$ cat config.mk
export PLATFORM = sky130hd
export DESIGN_NAME = plc_cell
export DESIGN_NICKNAME = d
export VERILOG_FILES = /design/src/core/plc_pkg.sv /design/src/core/plc_cell.sv /design/src/core/plc_logic_array.sv /design/src/core/plc_alu.sv
export SDC_FILE = /design/constraint.sdc
export NUM_CORES = 1
export LEC_CHECK = 0
export BUFFER_PORTS_ARGS = -buffer_cell sky130_fd_sc_hd__buf_2
export CAP_MARGIN = 20
export CORE_AREA = 2 2 227 229
export CTS_CLUSTER_SIZE = 40
export DETAILED_ROUTE_END_ITERATION = 7
export DIE_AREA = 0 0 229 231
export GPL_TIMING_DRIVEN = 0
export PLACE_DENSITY = 0.72
export SYNTH_ARGS = -nofsm -noshare
export SYNTH_HDL_FRONTEND = slang
export SYNTH_SLANG_ARGS = --single-unit
$ cat constraint.sdc
create_clock -name clk -period 6.4 [get_ports clk]
set_input_delay 0.64 -clock clk [delete_from_list [all_inputs] [get_ports clk]]
set_output_delay 0.64 -clock clk [all_outputs]
set_load 0.1 [all_outputs]
$ cat src/core/plc_pkg.sv
// Shared constants for the programmable logic cell.
package plc_pkg;
  // ****************************************
  // Sizes
  // ****************************************
  localparam int DW = 8;
  localparam int PLA_IN = 12;
  localparam int PLA_PT = 8;
  localparam int PLA_OUT = 4;
  localparam int CFG_WORDS = 8;
  localparam int CFG_W = 16;
  localparam int FIFO_DEPTH = 4;
  localparam int NCOND = 9;
  // ****************************************
  // Register index map
  // ****************************************
  localparam logic [4:0] OFS_ACC0 = 5'h00;
  localparam logic [4:0] OFS_ACC1 = 5'h01;
  localparam logic [4:0] OFS_DAT0 = 5'h02;
  localparam logic [4:0] OFS_DAT1 = 5'h03;
  localparam logic [4:0] OFS_FIFO0 = 5'h04;
  localparam logic [4:0] OFS_FIFO1 = 5'h05;
  localparam logic [4:0] OFS_CFG_BASE = 5'h10;
  localparam logic [7:0] RST_REG = 8'h00;
  localparam logic [15:0] RST_CFG = 16'h0000;
  // ****************************************
  // Configuration word fields
  // ****************************************
  localparam int CF_FUNC = 0;
  localparam int CF_SRCA = 3;
  localparam int CF_SRCB = 5;
  localparam int CF_SHIFT = 7;
  localparam int CF_DEST = 9;
  localparam int CF_CRC = 11;
  localparam int CF_F0_PUSH = 12;
  localparam int CF_F1_PUSH = 13;
  localparam int CF_D0_LOAD = 14;
  localparam int CF_D1_LOAD = 15;
  // ****************************************
  // Encodings
  // ****************************************
  localparam logic [2:0] FN_PASS = 3'h0;
  localparam logic [2:0] FN_INC = 3'h1;
  localparam logic [2:0] FN_DEC = 3'h2;
  localparam logic [2:0] FN_ADD = 3'h3;
  localparam logic [2:0] FN_SUB = 3'h4;
  localparam logic [2:0] FN_XOR = 3'h5;
  localparam logic [2:0] FN_AND = 3'h6;
  localparam logic [2:0] FN_OR = 3'h7;
  localparam logic [1:0] SH_NONE = 2'h0;
  localparam logic [1:0] SH_LEFT = 2'h1;
  localparam logic [1:0] SH_RIGHT = 2'h2;
  localparam logic [1:0] SH_SWAP = 2'h3;
  localparam logic [1:0] DS_NONE = 2'h0;
  localparam logic [1:0] DS_ACC0 = 2'h1;
  localparam logic [1:0] DS_ACC1 = 2'h2;
  localparam logic [1:0] DS_FIFO = 2'h3;
endpackage

$ cat src/core/plc_cell.sv
// Programmable logic cell: two logic arrays and an 8-bit datapath.
`timescale 1ns/100ps
// Operation
// - Each logic array takes twelve inputs spread over eight product terms.
// - A product term ANDs one to twelve inputs, each true or inverted.
// - Each output ORs one to eight terms; any term feeds any output.
// - Each array output is selectable as combinational or registered.
// - The cell holds two independent logic arrays beside one datapath.
// - An 8-bit ALU does one operation per clock and feeds conditions.
// - Accumulators are ALU sources, ALU destinations and compare operands.
// - Data registers are only ALU and compare sources, never ALU results.
// - Two four-byte FIFOs load or capture working registers and results.
// - Bus master reads and writes the four working registers any time.
// - Eight stored 16-bit words; the addressed one sets this cycle's function.
// - ALU does increment, decrement, add, subtract, AND, OR, XOR, pass.
// - Shift left, shift right, nibble swap and OR mask follow the ALU.
// - Two maskable compares pick operands from accumulators and data registers.
// - Zero, ones and overflow conditions join compares; a subset drives out.
// - Compare 0, carry and shift results chain to neighbouring cells.
// - The top bit for arithmetic and shifting is configurable.
// - One CRC or pseudo random sequence step per clock, any polynomial.
// - Wider CRC chains feedback into neighbours or through the logic arrays.
module plc_cell (
  input wire logic clk,
  input wire logic rst_b,
  input wire logic [4:0] bus_addr,
  input wire logic bus_wr,
  input wire logic bus_rd,
  input wire logic [plc_pkg::DW-1:0] bus_wdata,
  output logic [plc_pkg::DW-1:0] bus_rdata,
  input wire logic [2:0] cfg_addr,
  input wire logic [1:0] fifo_dir_in,
  input wire logic [1:0] fifo_src_acc,
  input wire logic [1:0] cmp0_sel,
  input wire logic [1:0] cmp1_sel,
  input wire logic [plc_pkg::DW-1:0] cmp0_mask,
  input wire logic [plc_pkg::DW-1:0] cmp1_mask,
  input wire logic [2:0] msb_sel,
  input wire logic [plc_pkg::DW-1:0] or_mask,
  input wire logic [plc_pkg::DW-1:0] crc_poly,
  input wire logic [plc_pkg::NCOND-1:0] cond_en,
  input wire logic chain_en,
  input wire logic shift_in,
  input wire logic chain_eq_in,
  input wire logic chain_lt_in,
  input wire logic chain_carry_in,
  input wire logic chain_fb_in,
  output logic [plc_pkg::NCOND-1:0] cond_out,
  output logic chain_eq_out,
  output logic chain_lt_out,
  output logic chain_carry_out,
  output logic chain_fb_out,
  output logic shift_out,
  output logic [1:0] fifo_empty,
  output logic [1:0] fifo_full,
  input wire logic [plc_pkg::PLA_IN-1:0] pla0_in,
  input wire logic [plc_pkg::PLA_PT*plc_pkg::PLA_IN-1:0] pla0_pt_true,
  input wire logic [plc_pkg::PLA_PT*plc_pkg::PLA_IN-1:0] pla0_pt_comp,
  input wire logic [plc_pkg::PLA_OUT*plc_pkg::PLA_PT-1:0] pla0_or_sel,
  input wire logic [plc_pkg::PLA_OUT-1:0] pla0_reg_sel,
  output logic [plc_pkg::PLA_OUT-1:0] pla0_out,
  input wire logic [plc_pkg::PLA_IN-1:0] pla1_in,
  input wire logic [plc_pkg::PLA_PT*plc_pkg::PLA_IN-1:0] pla1_pt_true,
  input wire logic [plc_pkg::PLA_PT*plc_pkg::PLA_IN-1:0] pla1_pt_comp,
  input wire logic [plc_pkg::PLA_OUT*plc_pkg::PLA_PT-1:0] pla1_or_sel,
  input wire logic [plc_pkg::PLA_OUT-1:0] pla1_reg_sel,
  output logic [plc_pkg::PLA_OUT-1:0] pla1_out
);
  import plc_pkg::*;
  logic [DW-1:0] acc0_r, acc1_r, dat0_r, dat1_r;
  logic [CFG_W-1:0] cfg_ram_r [CFG_WORDS];
  logic [CFG_W-1:0] cfg;
  logic [DW-1:0] op_a, op_b;
  logic [DW-1:0] alu_res;
  logic alu_cout, alu_ovf;
  logic [DW-1:0] msb_mask, sh_res;
  logic sh_out;
  logic crc_fb;
  logic [DW-1:0] crc_res, dp_res;
  logic [1:0] dest;
  logic [DW-1:0] c0x, c0y, c1x, c1y;
  logic eq0, lt0, eq1, lt1;
  logic [NCOND-1:0] cond;
  logic [DW-1:0] f_head [2], f_din [2];
  logic [1:0] f_push, f_pop, f_dp_push, f_dp_pop, f_bus_wr, f_bus_rd, f_has;
  logic [DW-1:0] rdata_r;
  logic [NCOND-1:0] cond_r;
  logic eq_out_r, lt_out_r, carry_out_r, fb_out_r, shift_out_r;
  logic [1:0] empty_r, full_r;
  genvar f;

  // ****************************************
  // Logic arrays
  // ****************************************
  plc_logic_array u_pla0 (
    .clk(clk),
    .rst_b(rst_b),
    .in_bits(pla0_in),
    .pt_true(pla0_pt_true),
    .pt_comp(pla0_pt_comp),
    .or_sel(pla0_or_sel),
    .reg_sel(pla0_reg_sel),
    .out_bits(pla0_out)
  );
  plc_logic_array u_pla1 (
    .clk(clk),
    .rst_b(rst_b),
    .in_bits(pla1_in),
    .pt_true(pla1_pt_true),
    .pt_comp(pla1_pt_comp),
    .or_sel(pla1_or_sel),
    .reg_sel(pla1_reg_sel),
    .out_bits(pla1_out)
  );

  // ****************************************
  // Configuration store
  // ****************************************
  assign cfg = cfg_ram_r[cfg_addr];
  always_ff @(posedge clk or negedge rst_b) begin
    if (!rst_b) begin
      for (int i = 0; i < CFG_WORDS; i++) begin
        cfg_ram_r[i] <= RST_CFG;
      end
    end else if (bus_wr && bus_addr[4]) begin
      if (bus_addr[0]) begin
        cfg_ram_r[bus_addr[3:1]][15:8] <= bus_wdata;
      end else begin
        cfg_ram_r[bus_addr[3:1]][7:0] <= bus_wdata;
      end
    end
  end

  // ****************************************
  // Operand selection and ALU
  // ****************************************
  function automatic logic [DW-1:0] pick(input logic [1:0] s, input logic [DW-1:0] a0,
      input logic [DW-1:0] a1, input logic [DW-1:0] d0, input logic [DW-1:0] d1);
    case (s)
      2'h0: pick = a0;
      2'h1: pick = a1;
      2'h2: pick = d0;
      default: pick = d1;
    endcase
  endfunction

  assign op_a = pick(cfg[CF_SRCA +: 2], acc0_r, acc1_r, dat0_r, dat1_r);
  assign op_b = pick(cfg[CF_SRCB +: 2], acc0_r, acc1_r, dat0_r, dat1_r);

  plc_alu u_alu (
    .func(cfg[CF_FUNC +: 3]),
    .op_a(op_a),
    .op_b(op_b),
    .carry_in(chain_en & chain_carry_in),
    .msb(msb_sel),
    .res(alu_res),
    .carry_out(alu_cout),
    .ovf(alu_ovf)
  );

  // ****************************************
  // Shift, swap, CRC and mask stage
  // ****************************************
  assign msb_mask = 8'hff >> (3'h7 - msb_sel);
  always_comb begin
    sh_res = alu_res;
    sh_out = 1'b0;
    case (cfg[CF_SHIFT +: 2])
      SH_LEFT: begin
        sh_res = {alu_res[DW-2:0], shift_in} & msb_mask;
        sh_out = alu_res[msb_sel];
      end
      SH_RIGHT: begin
        sh_res = alu_res >> 1;
        sh_res[msb_sel] = shift_in;
        sh_out = alu_res[0];
      end
      SH_SWAP: sh_res = {alu_res[3:0], alu_res[7:4]};
      default: sh_res = alu_res;
    endcase
  end

  // Chained feedback lets a lower cell fold in the top bit of a wider register.
  assign crc_fb = chain_en ? chain_fb_in : (op_a[msb_sel] ^ shift_in);
  assign crc_res = ({op_a[DW-2:0], 1'b0} ^ (crc_fb ? crc_poly : 8'h00)) & msb_mask;
  assign dp_res = (cfg[CF_CRC] ? crc_res : sh_res) | or_mask;
  assign dest = cfg[CF_DEST +: 2];

  // ****************************************
  // FIFOs
  // ****************************************
  assign f_dp_push = {cfg[CF_F1_PUSH], cfg[CF_F0_PUSH]};
  assign f_dp_pop[0] = cfg[CF_D0_LOAD] | (dest == DS_FIFO);
  assign f_dp_pop[1] = cfg[CF_D1_LOAD] | (dest == DS_FIFO);
  assign f_bus_wr[0] = bus_wr && (bus_addr == OFS_FIFO0);
  assign f_bus_wr[1] = bus_wr && (bus_addr == OFS_FIFO1);
  assign f_bus_rd[0] = bus_rd && (bus_addr == OFS_FIFO0);
  assign f_bus_rd[1] = bus_rd && (bus_addr == OFS_FIFO1);
  assign f_din[0] = fifo_dir_in[0] ? bus_wdata : (fifo_src_acc[0] ? acc0_r : dp_res);
  assign f_din[1] = fifo_dir_in[1] ? bus_wdata : (fifo_src_acc[1] ? acc1_r : dp_res);

  generate
    for (f = 0; f < 2; f++) begin : g_fifo
      logic [DW-1:0] mem_r [FIFO_DEPTH];
      logic [1:0] wp_r;
      logic [1:0] rp_r;
      logic [2:0] cnt_r;
      // Input mode: bus fills, datapath drains. Output mode: the reverse.
      assign f_push[f] = (fifo_dir_in[f] ? f_bus_wr[f] : f_dp_push[f]) && (cnt_r != 3'h4);
      assign f_pop[f] = (fifo_dir_in[f] ? f_dp_pop[f] : f_bus_rd[f]) && (cnt_r != 3'h0);
      assign f_head[f] = mem_r[rp_r];
      assign f_has[f] = (cnt_r != 3'h0);
      always_ff @(posedge clk or negedge rst_b) begin
        if (!rst_b) begin
          wp_r <= 2'h0;
          rp_r <= 2'h0;
          cnt_r <= 3'h0;
          for (int i = 0; i < FIFO_DEPTH; i++) begin
            mem_r[i] <= RST_REG;
          end
        end else begin
          if (f_push[f]) begin
            mem_r[wp_r] <= f_din[f];
            wp_r <= wp_r + 2'h1;
          end
          if (f_pop[f]) begin
            rp_r <= rp_r + 2'h1;
          end
          cnt_r <= cnt_r + {2'h0, f_push[f]} - {2'h0, f_pop[f]};
        end
      end
    end
  endgenerate

  // ****************************************
  // Working registers
  // ****************************************
  always_ff @(posedge clk or negedge rst_b) begin
    if (!rst_b) begin
      acc0_r <= RST_REG;
      acc1_r <= RST_REG;
    end else begin
      if (dest == DS_ACC0) begin
        acc0_r <= dp_res;
      end else if (dest == DS_FIFO && fifo_dir_in[0] && f_has[0]) begin
        acc0_r <= f_head[0];
      end
      if (dest == DS_ACC1) begin
        acc1_r <= dp_res;
      end else if (dest == DS_FIFO && fifo_dir_in[1] && f_has[1]) begin
        acc1_r <= f_head[1];
      end
      // A bus write lands last and so wins over the datapath.
      if (bus_wr && bus_addr == OFS_ACC0) begin
        acc0_r <= bus_wdata;
      end
      if (bus_wr && bus_addr == OFS_ACC1) begin
        acc1_r <= bus_wdata;
      end
    end
  end

  always_ff @(posedge clk or negedge rst_b) begin
    if (!rst_b) begin
      dat0_r <= RST_REG;
      dat1_r <= RST_REG;
    end else begin
      if (cfg[CF_D0_LOAD] && fifo_dir_in[0] && f_has[0]) begin
        dat0_r <= f_head[0];
      end
      if (cfg[CF_D1_LOAD] && fifo_dir_in[1] && f_has[1]) begin
        dat1_r <= f_head[1];
      end
      if (bus_wr && bus_addr == OFS_DAT0) begin
        dat0_r <= bus_wdata;
      end
      if (bus_wr && bus_addr == OFS_DAT1) begin
        dat1_r <= bus_wdata;
      end
    end
  end

  // ****************************************
  // Bus read port
  // ****************************************
  always_ff @(posedge clk or negedge rst_b) begin
    if (!rst_b) begin
      rdata_r <= RST_REG;
    end else if (bus_rd) begin
      case (bus_addr)
        OFS_ACC0: rdata_r <= acc0_r;
        OFS_ACC1: rdata_r <= acc1_r;
        OFS_DAT0: rdata_r <= dat0_r;
        OFS_DAT1: rdata_r <= dat1_r;
        OFS_FIFO0: rdata_r <= f_has[0] ? f_head[0] : RST_REG;
        OFS_FIFO1: rdata_r <= f_has[1] ? f_head[1] : RST_REG;
        default: rdata_r <= RST_REG;
      endcase
    end
  end

  // ****************************************
  // Compares and conditions
  // ****************************************
  always_comb begin
    c0x = (cmp0_sel[1] ? acc0_r : (cmp0_sel[0] ? acc1_r : acc0_r)) & cmp0_mask;
    c0y = pick(cmp0_sel, dat0_r, dat1_r, acc1_r, dat1_r) & cmp0_mask;
    c1x = (cmp1_sel[1] ? acc0_r : (cmp1_sel[0] ? acc1_r : acc0_r)) & cmp1_mask;
    c1y = pick(cmp1_sel, dat0_r, dat1_r, acc1_r, dat1_r) & cmp1_mask;
    // The lower-order neighbour decides the tie when chained.
    eq0 = (c0x == c0y) && (!chain_en || chain_eq_in);
    lt0 = (c0x < c0y) || ((c0x == c0y) && chain_en && chain_lt_in);
    eq1 = (c1x == c1y);
    lt1 = (c1x < c1y);
    cond = {alu_ovf, (acc1_r == 8'hff), (acc0_r == 8'hff), (acc1_r == 8'h00),
      (acc0_r == 8'h00), lt1, eq1, lt0, eq0};
  end

  always_ff @(posedge clk or negedge rst_b) begin
    if (!rst_b) begin
      cond_r <= '0;
      eq_out_r <= 1'b0;
      lt_out_r <= 1'b0;
      carry_out_r <= 1'b0;
      shift_out_r <= 1'b0;
      fb_out_r <= 1'b0;
    end else begin
      cond_r <= cond & cond_en;
      eq_out_r <= eq0;
      lt_out_r <= lt0;
      carry_out_r <= alu_cout;
      shift_out_r <= sh_out;
      fb_out_r <= crc_fb;
    end
  end

  always_ff @(posedge clk or negedge rst_b) begin
    if (!rst_b) begin
      empty_r <= 2'h3;
      full_r <= 2'h0;
    end else begin
      for (int i = 0; i < 2; i++) begin
        empty_r[i] <= !f_has[i] ? !f_push[i] : (f_pop[i] && !f_push[i] &&
          (g_fifo_cnt(i) == 3'h1));
        full_r[i] <= (g_fifo_cnt(i) + {2'h0, f_push[i]} - {2'h0, f_pop[i]}) == 3'h4;
      end
    end
  end

  function automatic logic [2:0] g_fifo_cnt(input int i);
    g_fifo_cnt = (i == 0) ? g_fifo[0].cnt_r : g_fifo[1].cnt_r;
  endfunction

  // ****************************************
  // Outputs
  // ****************************************
  assign bus_rdata = rdata_r;
  assign cond_out = cond_r;
  assign chain_eq_out = eq_out_r;
  assign chain_lt_out = lt_out_r;
  assign chain_carry_out = carry_out_r;
  assign chain_fb_out = fb_out_r;
  assign shift_out = shift_out_r;
  assign fifo_empty = empty_r;
  assign fifo_full = full_r;
endmodule

$ cat src/core/plc_logic_array.sv
// Twelve-input, eight-term, four-output sum-of-products logic array.
`timescale 1ns/100ps
module plc_logic_array #(
  parameter int NIN = plc_pkg::PLA_IN,
  parameter int NPT = plc_pkg::PLA_PT,
  parameter int NOUT = plc_pkg::PLA_OUT
) (
  input wire logic clk,
  input wire logic rst_b,
  input wire logic [NIN-1:0] in_bits,
  input wire logic [NPT*NIN-1:0] pt_true,
  input wire logic [NPT*NIN-1:0] pt_comp,
  input wire logic [NOUT*NPT-1:0] or_sel,
  input wire logic [NOUT-1:0] reg_sel,
  output logic [NOUT-1:0] out_bits
);
  import plc_pkg::*;
  logic [NPT-1:0] pt;
  logic [NOUT-1:0] sum;
  logic [NOUT-1:0] sum_r;
  genvar p, o;
  // ****************************************
  // Product terms
  // ****************************************
  generate
    for (p = 0; p < NPT; p++) begin : g_pt
      logic [NIN-1:0] t;
      logic [NIN-1:0] c;
      assign t = pt_true[p*NIN +: NIN];
      assign c = pt_comp[p*NIN +: NIN];
      // A term with no input selected is unused and reads low.
      assign pt[p] = (|(t | c)) & (&((~t | in_bits) & (~c | ~in_bits)));
    end
    for (o = 0; o < NOUT; o++) begin : g_out
      assign sum[o] = |(pt & or_sel[o*NPT +: NPT]);
    end
  endgenerate
  // ****************************************
  // Output registers
  // ****************************************
  always_ff @(posedge clk or negedge rst_b) begin
    if (!rst_b) begin
      sum_r <= '0;
    end else begin
      sum_r <= sum;
    end
  end
  assign out_bits = (reg_sel & sum_r) | (~reg_sel & sum);
endmodule

$ cat src/core/plc_alu.sv
// Eight-function arithmetic and logic unit with a variable top bit.
`timescale 1ns/100ps
module plc_alu #(
  parameter int W = plc_pkg::DW
) (
  input wire logic [2:0] func,
  input wire logic [W-1:0] op_a,
  input wire logic [W-1:0] op_b,
  input wire logic carry_in,
  input wire logic [$clog2(W)-1:0] msb,
  output logic [W-1:0] res,
  output logic carry_out,
  output logic ovf
);
  import plc_pkg::*;
  logic [W-1:0] mask;
  logic [W-1:0] a;
  logic [W-1:0] b;
  logic [W:0] raw;
  logic sub;
  always_comb begin
    mask = {W{1'b1}} >> (W - 1 - int'(msb));
    a = op_a & mask;
    b = op_b & mask;
    sub = 1'b0;
    case (func)
      FN_INC: raw = {1'b0, a} + {{W{1'b0}}, 1'b1};
      FN_DEC: begin
        raw = {1'b0, a} - {{W{1'b0}}, 1'b1};
        sub = 1'b1;
      end
      FN_ADD: raw = {1'b0, a} + {1'b0, b} + {{W{1'b0}}, carry_in};
      FN_SUB: begin
        raw = {1'b0, a} - {1'b0, b};
        sub = 1'b1;
      end
      FN_XOR: raw = {1'b0, a ^ b};
      FN_AND: raw = {1'b0, a & b};
      FN_OR: raw = {1'b0, a | b};
      default: raw = {1'b0, a};
    endcase
    res = raw[W-1:0] & mask;
    carry_out = raw[int'(msb) + 1];
    if (func == FN_ADD) begin
      ovf = (a[msb] == b[msb]) && (res[msb] != a[msb]);
    end else if (func == FN_SUB) begin
      ovf = (a[msb] != b[msb]) && (res[msb] != a[msb]);
    end else if (func == FN_INC || func == FN_DEC) begin
      ovf = (res[msb] != a[msb]) && (sub ? a[msb] : !a[msb]);
    end else begin
      ovf = 1'b0;
    end
  end
endmodule

==> impl_results.md, run 1 <==
- Reg2Reg Depth: 19
- Worst slew margin: 19.5%
- Top cells by count, synth: mux2i_1 (279), dfrtp_1 (270), nand2_1 (182), nor2_1 (163), mux2_2 (149)
- Worst EP arrival: 6.71 ns
- Top post-synthesis cells by area: dfrtp_1 (32%), mux2i_1 (13%), mux2_2 (7.9%)
- First-pass GRT wire length: 165000 um
- Largest fanout on the critical path: 10
- Count of flip-flops with a built-in enable after synthesis: 0
- Endpoint class of the critical path: flop
- Worst setup endpoint: g_fifo[1].mem_r[22]
- Cell area power density: 355 nW/um^2
- CTS buffer count: 31
- RR Startpoint: cfg_ram_r[83]
- Final setup violating endpoints: 0
- DR pass1 iterations: 6
- Yosys top cell area share: 31.6%
- Tot GR Track Use: 42.9%
- Vias: 23792
- Yosys warns: 0
- DRC viols: 0
- Root Driver: clkbuf_16
- Internal reg-to-reg setup slack: 0.15 ns
- Worst Path Buf+Inv: 5
- Num ports: 592
- H-tree levels: 1
- CTS tree: yes
- Final Max Slew Viols: 0
- Placed Area: 25100 sq um
- Synth Area in XOR/XNOR: 0.738%
- Die area: 52900 sq um
- Clock sink total: 272
- Mapped Area: 21400 sq um
- Post-Synth Simple-Gate Area: 17.4%
- Post-Synth Adder-Cell Area: 4.04%
- Post-synthesis mux area share: 26.9%
- Final Total Pwr: 9410 uW
- Die width: 229 um
- Initial antenna violation count: 53
- Setup crit start: cfg_addr[2]
- Total negative slack: 0 ns
- Tmin final: 6.27 ns
- Core box area: 50700 sq um
- Initial Util: 42.1%
- Startpoint Class: input pin
- Critical path's most frequent cell: mux2i_1
- Fin. Hold Viols: 0
- Max-Cap Viols: 0
- Fmax achieved: 159 MHz
- VDD IR-drop max: 0.000317 V
- Synth Instances: 2285
- Register bit total from synthesis: 272
- Critical Path RT: 6.84 ns
- Clk pin slew, worst setup/hold paths: 0.07 ns
- Async SR Flop Fraction: 100%
- Port Buffers: 557
- Netlist cell types: 78
- DRT iter0 DRCs: 2721
- Grt total ovfl: 0
- Routed Antenna Nets: 0
- Area Overhead vs Synth: 24.0%
- Hpwl dp: 94800 um
- Seq/Total Area, Yosys: 31.9%
- Hold_buf cts: 0
- Worst Path Class, Setup: input pin to flop
- Vias per Instance: 6.54
- Yosys top cell by area: dfrtp_1
- Main flop type after synthesis: dfrtp_1
- Syn nets: 2909
- Die height: 231 um
- Final design area excluding fillers: 26500 sq um
- Post-synthesis compound-gate area fraction: 15.1%
- Post-Route WL: 117000 um
- Vias in the first global route: 23251
- Static Leak: 0.0121 uW
- Max incr delay on CP: 0.74 ns
- Clk_lat worst skew: 0.61 ns
- RSZ-0062 raised after global routing: yes
- Clk_skew: 0.0193 ns
- Worst Tran Pin Value: 1.21 ns
- Most common cell in the netlist: mux2i_1
- Largest family of logic cells by synthesized area: multiplexers
- Share of layout cells above drive strength 1: 30.3%
- GP Congestion: 1.04
- Synthesized area per cell: 9.35 sq um
- Fin nets: 3520
- Fillers: 4752
- Area of the multi-input gates: 13800 sq um
- Slowest CP cell: nor4_2
- Status: finished, final reports clean
- Clk buf depth: 3
- Largest delay share family, worst path: compound AO/OA/AOI/OAI gates
- Final period util: 98.0%
- Largest net degree at the start of global routing: 104
- Reg-to-reg endpoint: g_fifo[1].mem_r[22]
- CP Depth: 21
- Cell Rows: 83
- Wire length per cell: 32.1 um
- Sequential standard cell area: 6810 sq um
- Min-Delay Path Class: input pin to asynchronous set/reset pin
- CP cell instances: buf_4, buf_8, mux2i_1, mux4_2, buf_6, mux2i_1, mux2i_1, clkbuf_1, nand2b_1, inv_1, ha_1, and2_1, a221o_1, o31ai_1, o22ai_1, a32oi_1, nor2_1, a31oi_1, a31oi_1, nor4_2, o31ai_1
[layout by cell type, fill, tap and decap left out, drive strengths merged, types with 11 or more instances in the layout]
master and count:
a22oi 46, inv 75, a21oi 120, ha 61, a21o 19, nand3 27
mux4 56, diode 36, dfrtp 270, xnor2 11, nand2b 17, o22ai 18
mux2i 280, nor2 164, o21ai 105, a22o 14, nand2 182, mux2 149
nor3 47, buf 604, and2 38, a31oi 29, clkbuf 154, nor4 125
o31ai 60, nand4 83
[what timing repair did]
| item | CTS | global route |
|---|---|---|
| pin swaps | 0 | 1 |
| setup endpoints to repair | 54 | 64 |
| setup buffers | 0 | 5 |
| gates resized for setup | 5 | 18 |
[per-layer routing]
metal  up-vias  global-route usage [%]  part of all wire [%]
met2      1663                    65.9                    44
met4        12                    25.6                   7.1
met3       366                    10.7                    11
li1       9977                       -                     -
met1     11774                    54.6                    38
met5         -                       0                 0.067
[area by class of cell]
| type | count | share of cell area, % |
|---|---|---|
| diodes | 36 | 0.340 |
| plain buffers | 137 | 2.12 |
| clock buffers | 43 | 3.36 |
| clock inverters | 15 | 0.870 |
| inverters | 75 | 1.06 |
| multi-input cells | 1801 | 52.0 |
| flip-flops and latches | 272 | 25.7 |
| well taps | 680 | 3.21 |
| repair buffers | 578 | 11.3 |
[worst min-delay path by stage]
stage                   startpoint  cells past startpoint                   to
6_report                     rst_b                      1      chain_carry_out
5_1_grt                      rst_b                      1      chain_carry_out
4_1_cts                      rst_b                      1            shift_out
3_5_place_dp   g_fifo[1].mem_r[13]                      2  g_fifo[1].mem_r[13]
3_3_place_gp    g_fifo[0].cnt_r[0]                      1        fifo_empty[0]
2_1_floorplan                rst_b                      0            acc0_r[0]
[logic make-up (layout without fill, tap and decap cells)]
family | count (synthesis) | in the layout
AOI/OAI and AO/OA | 499 | 499
buffers and inverters | 212 | 848
DFF | 272 | 272
and+or+nand+nor | 733 | 733
adders and majority gates | 66 | 66
xor gates and xnor gates | 18 | 18
other | 0 | 36
muxes | 485 | 485
[state kept, by name, indices dropped and copies added, names as in the netlist, 6 cells and up]
register / cells
cfg_ram_r: 128
g_fifo.mem_r: 64
cond_out: 9
acc0_r: 8
acc1_r: 8
bus_rdata: 8
dat0_r: 8
dat1_r: 8
g_fifo.cnt_r: 6
[per-stage QoR]
stage	setup WS, ns	instances	utilization [%]	hold WS [ns]
after floorplan	0.980	2285	-	0.344
after global placement	-1.19	3522	49.3	0.462
after CTS	0.0580	3595	51.9	0.0511
after detailed placement	-1.04	3537	49.6	0.472
after global routing	-0.00779	3629	52.2	0.0894
final	0.130	3637	52.2	0.00918
[where the power goes]
part	internal, uW	total (uW)	switching (uW)
Sequential	2250	2710	460
Clock	1180	1980	804
Combinational	1750	4710	2970
Total	5170	9410	4230
(Power assumes the default switching activity.)
==> run 2, diff against run 1 <==
--- a/config.mk
+++ b/config.mk
@@ -7,12 +7,12 @@
 export LEC_CHECK = 0
 export BUFFER_PORTS_ARGS = -buffer_cell sky130_fd_sc_hd__buf_2
 export CAP_MARGIN = 20
-export CORE_AREA = 2 2 227 229
+export CORE_AREA = 2 2 228 230
 export CTS_CLUSTER_SIZE = 40
 export DETAILED_ROUTE_END_ITERATION = 7
-export DIE_AREA = 0 0 229 231
+export DIE_AREA = 0 0 230 232
 export GPL_TIMING_DRIVEN = 0
-export PLACE_DENSITY = 0.72
+export PLACE_DENSITY = 0.71
 export SYNTH_ARGS = -nofsm -noshare
 export SYNTH_HDL_FRONTEND = slang
 export SYNTH_SLANG_ARGS = --single-unit
==> run 2 against run 1 <==
Flip-flop and latch count is the same. Critical endpoint is now g_fifo[1].mem_r[9]. Largest cell class unchanged. Register-to-register slack gained 0.34 ns. Sequential share of layout area grew 0.12 points. Die area grew 0.87%. Design area shrank 0.46%. Setup slack gained 0.12 ns. Final cell count shrank 0.49%.
==> impl_results.md, run 2 (synthesized netlist as in run 1, its figures left out) <==
- Final Max Slew Viols: 0 (unchanged)
- Routed Antenna Nets: 0 (unchanged)
- Biggest register: cfg_ram_r (unchanged)
- Largest fanout on the critical path: 10 (unchanged)
- Area Overhead vs Synth: 23.4% (was 24.0%)
- Grt total ovfl: 0 (unchanged)
- Hpwl dp: 93000 um (was 94800 um)
- Initial Util: 42.0% (was 42.1%)
- Core box area: 50900 sq um (was 50700 sq um)
- GP Congestion: 1.04 (about the same)
- Die width: 230 um (was 229 um)
- Sequential standard cell area: 6810 sq um (unchanged)
- Share of layout cells above drive strength 1: 30.1% (was 30.3%)
- Initial antenna violation count: 31 (was 53)
- Tmin final: 6.15 ns (was 6.27 ns)
- Die height: 232 um (was 231 um)
- Root Driver: clkbuf_16 (unchanged)
- Largest delay share family, worst path: compound AO/OA/AOI/OAI gates (unchanged)
- Min-delay src: cond_en[0]
- Cell area power density: 345 nW/um^2 (was 355 nW/um^2)
- Critical Path RT: 6.84 ns (about the same)
- H-tree levels: 1 (unchanged)
- Final Total Pwr: 9100 uW (was 9410 uW)
- Clk_lat worst skew: 0.59 ns (was 0.61 ns)
- CP cell instances: buf_2, buf_2, mux4_2, mux2i_4, clkbuf_2, mux2i_1, a21oi_1, a21boi_1, ha_1, and2_1, a221o_1, o31ai_1, o22ai_1, a32oi_2, nor3_1, o311ai_1, nand2_1, nor2_1, o31ai_1 (was buf_4, buf_8, mux2i_1, mux4_2, buf_6, mux2i_1, mux2i_1, clkbuf_1, nand2b_1, inv_1, ha_1, and2_1, a221o_1, o31ai_1, o22ai_1, a32oi_1, nor2_1, a31oi_1, a31oi_1, nor4_2, o31ai_1)
- Startpoint Class: input pin (unchanged)
- Die area: 53400 sq um (was 52900 sq um)
- Clock sink total: 272 (unchanged)
- Final setup violating endpoints: 0 (unchanged)
- Slowest CP cell: mux4_2 (was nor4_2)
- Worst slew margin: 15.0% (was 19.5%)
- CTS tree: yes (unchanged)
- Num ports: 592 (unchanged)
- Largest net degree at the start of global routing: 124 (was 104)
- Clk buf depth: 3 (unchanged)
- Status: finished, final reports clean (unchanged)
- Wire length per cell: 31.1 um (was 32.1 um)
- Vias in the first global route: 22430 (was 23251)
- Static Leak: 0.0121 uW (about the same)
- Fin nets: 3518 (was 3520)
- CTS buffer count: 31 (unchanged)
- Min-Delay Path Class: input pin to flop (was input pin to asynchronous set/reset pin)
- Worst Path Class, Setup: input pin to flop (unchanged)
- Commonest cells after routing, fill and taps aside: buf_2 (571), mux2i_1 (276), dfrtp_1 (270) (was buf_2 (576), mux2i_1 (278), dfrtp_1 (270))
- Port Buffers: 557 (unchanged)
- RR Startpoint: cfg_ram_r[22] (was cfg_ram_r[83])
- Post-Route WL: 113000 um (was 117000 um)
- Vias: 23260 (was 23792)
- RSZ-0062 raised after global routing: no (was yes)
- Most common cell after layout, fill and taps aside: buf_2 (unchanged)
- Clk pin slew, worst setup/hold paths: 0.06 ns (was 0.07 ns)
- Fin util: 51.8% (was 52.2%)
- Cell Rows: 83 (unchanged)
- Worst EP arrival: 6.59 ns (was 6.71 ns)
- Fin. Hold Viols: 0 (unchanged)
- Tot GR Track Use: 40.7% (was 42.9%)
- DRC viols: 0 (unchanged)
- DR pass1 iterations: 6 (unchanged)
- DRT iter0 DRCs: 2440 (was 2721)
- Max incr delay on CP: 0.58 ns (was 0.74 ns)
- Final period util: 96.1% (was 98.0%)
- First-pass GRT wire length: 158000 um (was 165000 um)
- Area of the multi-input gates: 13800 sq um (about the same)
- Vias per Instance: 6.43 (was 6.54)
- VDD IR-drop max: 0.000269 V (was 0.000317 V)
- Worst Tran Pin Value: 1.26 ns (was 1.21 ns)
- Max reg flops: 128 (unchanged)
- Setup crit start: cfg_addr[1] (was cfg_addr[2])
- Endpoint class of the critical path: flop (unchanged)
- Max-Cap Viols: 0 (unchanged)
- Fmax achieved: 163 MHz (was 159 MHz)
- Clk_skew: 0.0287 ns (was 0.0193 ns)
- Fillers: 4823 (was 4752)
- Worst Path Buf+Inv: 3 (was 5)
[run 2: layout make-up]
cell class	count	area share (%)
diodes	21	0.199
plain buffers	137	2.13
clock buffers	45	3.26
clock inverters	12	0.479
inverters	75	1.07
multi-input cells	1801	52.5
flip-flops and latches	272	25.8
well taps	680	3.23
repair buffers	576	11.3
[run 2: what timing repair did]
item	in CTS	in global routing
pin swaps	0	2
endpoints found under the setup margin	60	54
gates resized for setup	8	15
endpoints found under the hold margin	27	0
hold buffers	1	0
buffers inserted	0	3
[run 2: path summary, 6_finish.rpt]
check,endpoint,slack [ns],depth (start not counted)
max in group asynchronous,chain_carry_out,4.40,4
worst max-delay path,g_fifo[1].mem_r[9],0.25,19
worst min-delay path,cond_out[0],0.27,2
min in group asynchronous,cfg_ram_r[15],0.52,2
worst min register to register,g_fifo[0].mem_r[25],0.49,2
worst max register to register,g_fifo[1].mem_r[9],0.49,17
[run 2: per-stage QoR]
stage	hold WS, ns	std cells	worst slack, ns	instance area, sq um	setup TNS (ns)
after global placement	0.467	3522	-1.06	25000	-110.89
after CTS	0.259	3594	0.0279	26200	0
final	0.268	3619	0.246	26400	0
after global routing	0.285	3610	0.0630	26300	0
after detailed placement	0.477	3536	-1.09	25200	-63.33
after floorplan	0.344	2285	0.980	21400	0
[run 2: report_power, final]
part,total (uW),switching (uW),internal (uW)
Sequential,2630,381,2250
Combinational,4720,2980,1740
Clock,1740,733,1010
[run 2: metal layers]
metal,up-vias,part of all wire [%],wire (um),global-route usage [%]
li1,9966,-,-,-
met1,11566,41,45700,54.9
met2,1440,45,50500,64.7
met3,268,9.7,10900,8.06
met4,20,4.7,5300,15.5
met5,-,0.11,127,0
